==> src/lsr_pkg.sv <==
// Package with register map, field layout and types of the light sensor readout
package lsr_pkg;
    localparam logic [7:0] ADDR_DARK_TRIP = 8'h39;
    localparam logic [7:0] ADDR_DARK_HYST = 8'h3A;
    localparam logic [7:0] ADDR_S1_HIGH = 8'h3B;
    localparam logic [7:0] ADDR_S1_LOW = 8'h3C;
    localparam logic [7:0] ADDR_S2_HIGH = 8'h3D;
    localparam logic [7:0] ADDR_S2_LOW = 8'h3E;
    localparam logic [7:0] DARK_HYST_RESET = 8'h00;
    localparam logic [7:0] DARK_TRIP_RESET = 8'h00;
    localparam logic [12:0] RESULT_RESET = 13'h0000;
    localparam logic [7:0] RDATA_RESET = 8'h00;
    localparam int RESULT_W = 13;
    localparam int HIGH_LSB = 8;
    // Dark registers step 0.5 uA, result codes step 0.125 uA: shift by 2
    localparam int DARK_TO_CODE_SHIFT = 2;
    localparam logic [12:0] FULL_SCALE_CODE = 13'h1F40;

    typedef logic [12:0] lsr_result_t;

    typedef struct packed {
        logic wr;
        logic rd;
        logic [7:0] addr;
        logic [7:0] wdata;
    } lsr_bus_s;

    typedef enum logic [1:0] {
        LSR_OFFICE = 2'b01,
        LSR_DARK = 2'b10
    } lsr_mode_e;
endpackage : lsr_pkg

==> src/lsr_readout.sv <==
// Dark-level comparator and result registers of two light sensors
`timescale 1ns/1ps
module lsr_readout (
    input wire logic clk_i,
    input wire logic reset_i,
    input wire lsr_pkg::lsr_bus_s bus_i,
    output logic [7:0] rdata_o,
    input wire logic s1_valid_i,
    input wire lsr_pkg::lsr_result_t s1_result_i,
    input wire logic s2_valid_i,
    input wire lsr_pkg::lsr_result_t s2_result_i,
    output logic dark_level_flag_o,
    output logic mode_change_o
);
    // ****************************************
    // Registers
    // ****************************************
    logic [7:0] dark_trip_level_q;
    logic [7:0] dark_hyst_value_q;
    lsr_pkg::lsr_result_t s1_q;
    lsr_pkg::lsr_result_t s2_q;
    lsr_pkg::lsr_mode_e mode_q;
    lsr_pkg::lsr_mode_e mode_d;
    logic change_q;
    logic [7:0] rdata_q;

    wire wr_trip = bus_i.wr && bus_i.addr == lsr_pkg::ADDR_DARK_TRIP;
    wire wr_hyst = bus_i.wr && bus_i.addr == lsr_pkg::ADDR_DARK_HYST;

    always_ff @(posedge clk_i) begin
        if (reset_i) begin
            dark_trip_level_q <= lsr_pkg::DARK_TRIP_RESET;
            dark_hyst_value_q <= lsr_pkg::DARK_HYST_RESET;
        end else begin
            if (wr_trip) begin
                dark_trip_level_q <= bus_i.wdata;
            end
            if (wr_hyst) begin
                dark_hyst_value_q <= bus_i.wdata;
            end
        end
    end

    // Latest conversion only; bus writes never touch these
    always_ff @(posedge clk_i) begin
        if (reset_i) begin
            s1_q <= lsr_pkg::RESULT_RESET;
            s2_q <= lsr_pkg::RESULT_RESET;
        end else begin
            if (s1_valid_i) begin
                s1_q <= s1_result_i;
            end
            if (s2_valid_i) begin
                s2_q <= s2_result_i;
            end
        end
    end

    // ****************************************
    // Dark comparator
    // ****************************************
    // Thresholds scaled into result codes of 0.125 uA each
    wire [12:0] trip_code = {3'h0, dark_trip_level_q, 2'h0};
    wire [12:0] exit_code = 13'(({2'h0, dark_trip_level_q}
        + {2'h0, dark_hyst_value_q}) << lsr_pkg::DARK_TO_CODE_SHIFT);
    wire go_dark = s2_q < trip_code;
    wire go_office = s2_q > exit_code;

    always_comb begin
        mode_d = mode_q;
        unique case (mode_q)
            lsr_pkg::LSR_OFFICE: begin
                if (go_dark) begin
                    mode_d = lsr_pkg::LSR_DARK;
                end
            end
            lsr_pkg::LSR_DARK: begin
                if (go_office) begin
                    mode_d = lsr_pkg::LSR_OFFICE;
                end
            end
            default: mode_d = lsr_pkg::LSR_OFFICE;
        endcase
    end

    always_ff @(posedge clk_i) begin
        if (reset_i) begin
            mode_q <= lsr_pkg::LSR_OFFICE;
            change_q <= 1'b0;
        end else begin
            mode_q <= mode_d;
            change_q <= mode_d != mode_q;
        end
    end

    assign dark_level_flag_o = mode_q == lsr_pkg::LSR_DARK;
    assign mode_change_o = change_q;

    // ****************************************
    // Read path
    // ****************************************
    wire [7:0] s1_high = {3'h0, s1_q[12:lsr_pkg::HIGH_LSB]};
    wire [7:0] s1_low = s1_q[7:0];
    wire [7:0] s2_high = {3'h0, s2_q[12:lsr_pkg::HIGH_LSB]};
    wire [7:0] s2_low = s2_q[7:0];
    wire [7:0] rd_mux =
        bus_i.addr == lsr_pkg::ADDR_DARK_TRIP ? dark_trip_level_q :
        bus_i.addr == lsr_pkg::ADDR_DARK_HYST ? dark_hyst_value_q :
        bus_i.addr == lsr_pkg::ADDR_S1_HIGH ? s1_high :
        bus_i.addr == lsr_pkg::ADDR_S1_LOW ? s1_low :
        bus_i.addr == lsr_pkg::ADDR_S2_HIGH ? s2_high :
        bus_i.addr == lsr_pkg::ADDR_S2_LOW ? s2_low : 8'h00;

    always_ff @(posedge clk_i) begin
        if (reset_i) begin
            rdata_q <= lsr_pkg::RDATA_RESET;
        end else if (bus_i.rd) begin
            rdata_q <= rd_mux;
        end
    end
    assign rdata_o = rdata_q;

    // ****************************************
    // Checks
    // ****************************************
    a_enter_dark: assert property (
        @(posedge clk_i) disable iff (reset_i)
        mode_q == lsr_pkg::LSR_OFFICE && go_dark |=> dark_level_flag_o)
        else $error("dark mode not entered");
    a_leave_dark: assert property (
        @(posedge clk_i) disable iff (reset_i)
        mode_q == lsr_pkg::LSR_DARK && go_office |=> !dark_level_flag_o)
        else $error("dark mode not left");
    a_hold_dark: assert property (
        @(posedge clk_i) disable iff (reset_i)
        mode_q == lsr_pkg::LSR_DARK && !go_office |=> dark_level_flag_o)
        else $error("dark mode left early");
    a_hyst_store: assert property (
        @(posedge clk_i) disable iff (reset_i)
        wr_hyst |=> dark_hyst_value_q == $past(bus_i.wdata))
        else $error("hysteresis not stored");
    a_s1_high_read: assert property (
        @(posedge clk_i) disable iff (reset_i)
        bus_i.rd && bus_i.addr == lsr_pkg::ADDR_S1_HIGH
        |=> rdata_o == {3'h0, $past(s1_q[12:8])})
        else $error("sensor 1 high wrong");
    a_s1_low_read: assert property (
        @(posedge clk_i) disable iff (reset_i)
        bus_i.rd && bus_i.addr == lsr_pkg::ADDR_S1_LOW
        |=> rdata_o == $past(s1_q[7:0]))
        else $error("sensor 1 low wrong");
    a_s1_latest: assert property (
        @(posedge clk_i) disable iff (reset_i)
        s1_valid_i |=> s1_q == $past(s1_result_i))
        else $error("sensor 1 not updated");
    a_s2_read: assert property (
        @(posedge clk_i) disable iff (reset_i)
        bus_i.rd && bus_i.addr == lsr_pkg::ADDR_S2_HIGH
        |=> rdata_o == {3'h0, $past(s2_q[12:8])})
        else $error("sensor 2 high wrong");
    a_change_pulse: assert property (
        @(posedge clk_i) disable iff (reset_i)
        $changed(dark_level_flag_o) |-> mode_change_o)
        else $error("mode change not signalled");
    a_result_ro: assert property (
        @(posedge clk_i) disable iff (reset_i)
        bus_i.wr && !s2_valid_i |=> $stable(s2_q))
        else $error("result written by bus");
    a_code_scale: assert property (
        @(posedge clk_i) disable iff (reset_i)
        trip_code == 13'(dark_trip_level_q) * 13'h4)
        else $error("trip scaling wrong");
    a_reset_quiet: assert property (
        @(posedge clk_i)
        reset_i |=> !dark_level_flag_o && !mode_change_o)
        else $error("mode outputs not cleared by reset");
    a_reset_rdata: assert property (
        @(posedge clk_i)
        reset_i |=> rdata_o == lsr_pkg::RDATA_RESET)
        else $error("read data not cleared by reset");
    a_s2_low_read: assert property (
        @(posedge clk_i) disable iff (reset_i)
        bus_i.rd && bus_i.addr == lsr_pkg::ADDR_S2_LOW
        |=> rdata_o == $past(s2_q[7:0]))
        else $error("sensor 2 low wrong");
    a_hyst_read: assert property (
        @(posedge clk_i) disable iff (reset_i)
        bus_i.rd && bus_i.addr == lsr_pkg::ADDR_DARK_HYST
        |=> rdata_o == $past(dark_hyst_value_q))
        else $error("hysteresis read wrong");
    a_unmapped_zero: assert property (
        @(posedge clk_i) disable iff (reset_i)
        bus_i.rd && (bus_i.addr < lsr_pkg::ADDR_DARK_TRIP
        || bus_i.addr > lsr_pkg::ADDR_S2_LOW) |=> rdata_o == 8'h00)
        else $error("unmapped read not zero");
    a_high_pad: assert property (
        @(posedge clk_i) disable iff (reset_i)
        bus_i.rd && (bus_i.addr == lsr_pkg::ADDR_S1_HIGH
        || bus_i.addr == lsr_pkg::ADDR_S2_HIGH) |=> rdata_o[7:5] == 3'h0)
        else $error("unused result bits not zero");
    a_s2_latest: assert property (
        @(posedge clk_i) disable iff (reset_i)
        s2_valid_i |=> s2_q == $past(s2_result_i))
        else $error("sensor 2 not updated");
    a_s1_ro: assert property (
        @(posedge clk_i) disable iff (reset_i)
        bus_i.wr && !s1_valid_i |=> $stable(s1_q))
        else $error("sensor 1 result written by bus");
    a_rdata_hold: assert property (
        @(posedge clk_i) disable iff (reset_i)
        !bus_i.rd |=> $stable(rdata_o))
        else $error("read data changed without read");
    a_change_cause: assert property (
        @(posedge clk_i) disable iff (reset_i)
        mode_change_o |-> $changed(dark_level_flag_o))
        else $error("mode change without new mode");
    a_trip_store: assert property (
        @(posedge clk_i) disable iff (reset_i)
        wr_trip |=> dark_trip_level_q == $past(bus_i.wdata))
        else $error("trip level not stored");
    a_trip_range: assert property (
        @(posedge clk_i) disable iff (reset_i)
        exit_code < lsr_pkg::FULL_SCALE_CODE)
        else $error("threshold beyond full scale");
    a_hyst_order: assert property (
        @(posedge clk_i) disable iff (reset_i)
        exit_code >= trip_code)
        else $error("exit level below trip level");
    a_mode_legal: assert property (
        @(posedge clk_i) disable iff (reset_i)
        mode_q == lsr_pkg::LSR_OFFICE || mode_q == lsr_pkg::LSR_DARK)
        else $error("illegal mode code");
    a_hold_office: assert property (
        @(posedge clk_i) disable iff (reset_i)
        mode_q == lsr_pkg::LSR_OFFICE && !go_dark |=> !dark_level_flag_o)
        else $error("dark mode entered early");
    a_hyst_ignore: assert property (
        @(posedge clk_i) disable iff (reset_i)
        bus_i.wr && bus_i.addr != lsr_pkg::ADDR_DARK_HYST
        |=> $stable(dark_hyst_value_q))
        else $error("hysteresis changed by other write");
endmodule : lsr_readout

==> config.mk <==
export PLATFORM = sky130hd
export DESIGN_NAME = lsr_readout
export DESIGN_NICKNAME = d
export VERILOG_FILES = /design/src/lsr_pkg.sv /design/src/lsr_readout.sv
export SDC_FILE = /design/constraint.sdc
export NUM_CORES = 1
export LEC_CHECK = 0
export BUFFER_PORTS_ARGS = -buffer_cell sky130_fd_sc_hd__buf_2
export CAP_MARGIN = 5
export CORE_ASPECT_RATIO = 1.2
export CORE_MARGIN = 4
export CORE_UTILIZATION = 60
export DETAILED_ROUTE_END_ITERATION = 8
export GPL_ROUTABILITY_DRIVEN = 0
export MAX_ROUTING_LAYER = met4
export PLACE_DENSITY_LB_ADDON = 0.25
export SLEW_MARGIN = 20
export SYNTH_ARGS = -nofsm -noshare
export SYNTH_HDL_FRONTEND = slang
export SYNTH_SLANG_ARGS = --single-unit
==> constraint.sdc <==
create_clock -name clk_i -period 8.66 [get_ports clk_i]
set_input_delay 1.732 -clock clk_i [delete_from_list [all_inputs] [get_ports clk_i]]
set_output_delay 1.732 -clock clk_i [all_outputs]
set_load 0.03 [all_outputs]
Yosys cells after proc, flatten, opt, wreduce, memory -nomap -nowiden. Index checks and enable logic that the tools add are counted.

Add/sub/neg operators: 1. $mul: 0. Div/mod/pow operators: 0. $lt $le $gt $ge: 2. Equal/unequal tests: 9. Shift operators: 0. Mux-type cells: 9. Bitwise gates (word level): 0. Reductions and logical operators: 2.

Operator list (number): 8-bit by 6-bit == test with 1-bit output, second input constant (6); 8-bit 2-to-1 mux (6); 13-bit by 11-bit > comparator with 1-bit output (1); 13-bit by 10-bit less-than comparator with 1-bit output (1); 8-bit by 8-bit adder with 9-bit output (1); 2-bit 2-to-1 mux (2); 2-bit case mux with 2 select lines (1); 2-bit by 1-bit == test with 1-bit output, second input constant (1); 2-bit == test, second input constant (1); 1-bit logical AND (2); 2-bit != test (1).

Bits in registers: 53. Bits in latches: 0. RAM bits: 0. Memory bits (read-only): 0. Logic and storage cells: 30. Memories: 0.

Logic depth before layout (Yosys ltp).
Word-level depth: 7. Gate-level depth with buffers: 13. Gate-level depth less buffers: 13.

Worst setup path before layout. OpenSTA, ideal clock, no wires.

Kind: reg-to-reg. Start: reg dark_trip_level_q[0]. End: reg mode_q[0]. Arrival: 2.948 ns. Required time: 8.523 ns. Setup slack: 5.574 ns. Stages on the path, launching flop included: 14. Period minus slack after synthesis: 3.086 ns. Cells stage by stage: dfxtp_1 ha_1 fa_1 a21o_1 a21oi_1 o21bai_1 a21oi_1 xor2_1 ha_1 nand4_2 nor4b_4 a22oi_1 a2111oi_2 a22oi_1.

Word-level cells in the longest chain between the ends: 4. Elaborated cells on any way between the ends: 6.

Ends and longest elaborated chain: start: declaration (RTL line lsr_readout.sv:18) `logic [7:0] dark_trip_level_q;`; start signal: assignment (RTL line lsr_readout.sv:32) `dark_trip_level_q <= lsr_pkg::DARK_TRIP_RESET;`; start signal: assignment (RTL line lsr_readout.sv:36) `dark_trip_level_q <= bus_i.wdata;`; 8-bit by 8-bit adder with 9-bit output (RTL line lsr_readout.sv:65) `+ {2'h0, dark_hyst_value_q}) << lsr_pkg::DARK_TO_CODE_SHIFT);`; 13-bit by 11-bit > comparator with 1-bit output (RTL line lsr_readout.sv:67) `wire go_office = s2_q > exit_code;`; 2-bit 2-to-1 mux (RTL line lsr_readout.sv:78) `if (go_office) begin`; 2-bit case mux with 2 select lines (*) (RTL line lsr_readout.sv:71) `unique case (mode_q)`; end signal: assignment (RTL line lsr_readout.sv:88) `mode_q <= lsr_pkg::LSR_OFFICE;`; end signal: assignment (RTL line lsr_readout.sv:91) `mode_q <= mode_d;`; end: declaration (RTL line lsr_readout.sv:22) `lsr_pkg::lsr_mode_e mode_q;`.

Every way passes the cells marked *; elsewhere a longest branch is shown, timed or not. A chain may end at the register's enable or synchronous reset.

Final worst setup path. Ends and elaborated chain as after synthesis.

==> impl_metrics.py <==
metrics = {
    "min_path": {
        "worstHoldPathType": "flip-flop to flip-flop",
    },
    "synth": {
        "yosysWarnings": 0,
        "ys.flop_type": "dfxtp_1",
        "syn_avg_cell_area_um2": 8.91,
        "ys_seq_elements": 53,
        "synthesis.area_mm2": 0.00310,
        "synth_edf_count": 0,
        "synthArstFlopShare_pct": 0,
        "synth_nets": 423,
        "syn_inst": 348,
        "synth-seq-area-share_pct": 34.2,
        "synthDistinctLibCells": 46,
    },
    "global_routing": {
        "grt_antenna_before_repair": 0,
        "met2_usage_pct": 41.5,
        "use_met1_pct": 30.5,
        "grt_max_degree": 57,
        "gr-total-overflow": 0,
        "grt_pass1_wl_um": 12200,
        "grt.busiest_layer": "met2",
        "grt_use_met3_pct": 4.06,
        "grtUsageTotal_pct": 25.2,
        "grt_pass1_vias": 2613,
    },
    "layout": {
        "syn2layout_area_growth_pct": 11.9,
        "nFillCells": 422,
        "fin_cells": 454,
        "mostFrequentLayoutCells": "nor2_1, buf_2, dfxtp_1, mux2i_1, ha_1",
        "final_nets": 468,
        "drive_above_1_share_pct": 19.0,
        "utilization_pct": 69.8,
        "layout_commonest_cell": "nor2_1",
        "antenna_cells": 0,
        "fin_area_mm2": 0.00347,
    },
    "critical_path": {
        "crit_fanout": 4,
        "cp.arrival_ps": 3630,
        "crit_chain": "ha_1, fa_1, a21o_1, a21oi_1, o21bai_1, a21oi_1, xor2_1, ha_1, nand4_2, nor4b_4, a22oi_1, a2111oi_2, a22oi_1",
        "cp-end-kind": "flip-flop",
        "critPathBufInv": 0,
        "crit_family": "compound AO/OA/AOI/OAI gates",
        "cp-start-kind": "flip-flop",
        "cp_slowest_cell": "fa_1",
        "slowest_delay_ps": 400,
        "worstPathRequired_ps": 8850,
        "critical_path_class": "flip-flop to flip-flop",
        "regToRegSetupSlack_ps": 5220,
    },
    "timing": {
        "setup_viol_count_final": 0,
        "whs_ps": 503,
        "rsz0062_at_grt": "false",
        "timing_hold_violations_final": 0,
        "fin_crit_sh_pct": 39.8,
        "fin_ws_ps": 5220,
        "finalSetupTns_ps": 0,
        "slew_headroom_pct": 34.4,
        "fmax_ghz": 0.290,
        "worstMarginPinSlew_ps": 985,
        "drv_slew": 0,
        "worst_clock_skew_ps": 4.34,
        "fin_crit_ps": 3440,
    },
    "cts": {
        "hold_buffers": 0,
        "clkSinkCount": 53,
        "clkSlewWorstSetupHoldPaths_ps": 100,
        "clockBufferDepth": 2,
        "cts_tree": "yes",
        "cts_resized": 0,
        "cts_setup_buffers": 0,
        "numCtsBuffers": 5,
        "cts-root-buf": "clkbuf_8",
        "insertion_delay_ps": 310,
        "h-tree-depth": 2,
    },
    "routing": {
        "drtIter0Drc": 154,
        "drc": 0,
        "vias_per_cell": 5.82,
        "avgRoutedWirePerCell_um": 15.8,
        "drtPass1Iterations": 4,
        "antenna_left": 0,
        "vias": 2643,
        "routed_wirelength_um": 7180,
    },
    "floorplan": {
        "die_w_um": 73.6,
        "die_area_mm2": 0.00639,
        "fp.coreArea_mm2": 0.00497,
        "rows": 28,
        "start_util_pct": 62.3,
        "ioPinCount": 58,
        "die_height_um": 86.8,
    },
    "place": {
        "placed_cell_area_mm2": 0.00338,
        "place_ws_ps": 5160,
        "dp_hpwl_um": 5520,
        "port_buffers": 57,
        "place_inst": 446,
    },
    "pwr": {
        "p_leak_nw": 1.66,
        "p_total_uw": 528,
        "power_density_mw_per_mm2": 152,
        "peakVddDrop_mv": 0.116,
    },
    "run_status": {
        "outcome": "finished clean",
    },
    "job": {
        "maxCapViolCount": 0,
    },
}
## sequential cells by signal, summed over array words and instances (netlist names)
register and cells:
s1_q 13, s2_q 13, dark_hyst_value_q 8, dark_trip_level_q 8, rdata_o 8, mode_q 2
mode_change_o 1
## cells in the mapped netlist (2+ instances only)
cell,number,area (um^2)
ha_1,26,325
a31oi_1,6,37.5
nand2_1,8,30.0
o22ai_1,2,12.5
and4_1,2,17.5
a211o_1,2,17.5
buf_1,3,11.3
inv_1,14,52.6
nor2_2,3,18.8
mux2i_1,47,470
o21bai_1,3,22.5
dfxtp_1,53,1060
xnor2_1,3,26.3
nor2_1,69,259
a22oi_1,5,37.5
a2111oi_1,3,30.0
nand2b_1,2,12.5
mux2_1,3,33.8
buf_2,7,35.0
xor2_1,3,26.3
nand4b_1,5,43.8
a21oi_1,13,65.1
nor2b_1,5,31.3
nor3_1,6,30.0
o21ai_0,15,75.1
o21ai_1,4,20.0
o221ai_1,5,43.8
clkbuf_1,9,33.8
nand4_1,2,12.5
a21o_1,2,15.0
a211oi_1,3,22.5
## cell type report
class / count / area (um^2) / share of cell area (%)
clock buffers: 5 / 68.8 / 1.98
repair buffers: 57 / 285 / 8.22
clock inverters: 3 / 21.3 / 0.613
multi-input cells: 262 / 1910 / 55.0
well taps: 60 / 75.1 / 2.16
inverters: 14 / 52.6 / 1.51
flip-flops and latches: 53 / 1060 / 30.6
## where the power goes
group	total (mW)	internal, mW	switching [mW]
Sequential	0.272	0.258	0.0136
Combinational	0.114	0.0502	0.0642
Clock	0.142	0.0575	0.0844
Total	0.528	0.366	0.162
## worst register-to-register path, delay by kind of cell (launching register included)
family                   cells  cell delay (ps)
AO/OA/AOI/OAI                7             1400
XOR/XNOR                     1               90
adder cells (fa/ha/maj)      3              980
flip-flops                   1              360
AND/OR/NAND/NOR              2              490
## cell families (layout without fill, tap and decap cells)
family	after synthesis	count (layout)	synth area share [%]
DFF	53	53	34.2
muxes	50	50	16.3
buffers and inverters	33	79	4.28
adders and majority gates	27	27	11.1
AOI/OAI and AO/OA	71	71	15.6
and+or+nand+nor	108	108	16.9
xor gates and xnor gates	6	6	1.69
## layer usage
layer  vias to the layer above  share of wire [%]
li1                       1331                  -
met1                      1217                 43
met2                        77                 50
met3                        18                4.1
met4                         0                2.5
met5                         -                  0
## worst paths after layout
kind,depth (start not counted),endpoint,startpoint
min,2,rdata_o[6],rdata_o[6]
max,13,mode_q[0],dark_trip_level_q[0]
max reg2reg,13,mode_q[0],dark_trip_level_q[0]
min reg2reg,2,rdata_o[6],rdata_o[6]
Note: power is estimated with default switching activity, not from simulation.
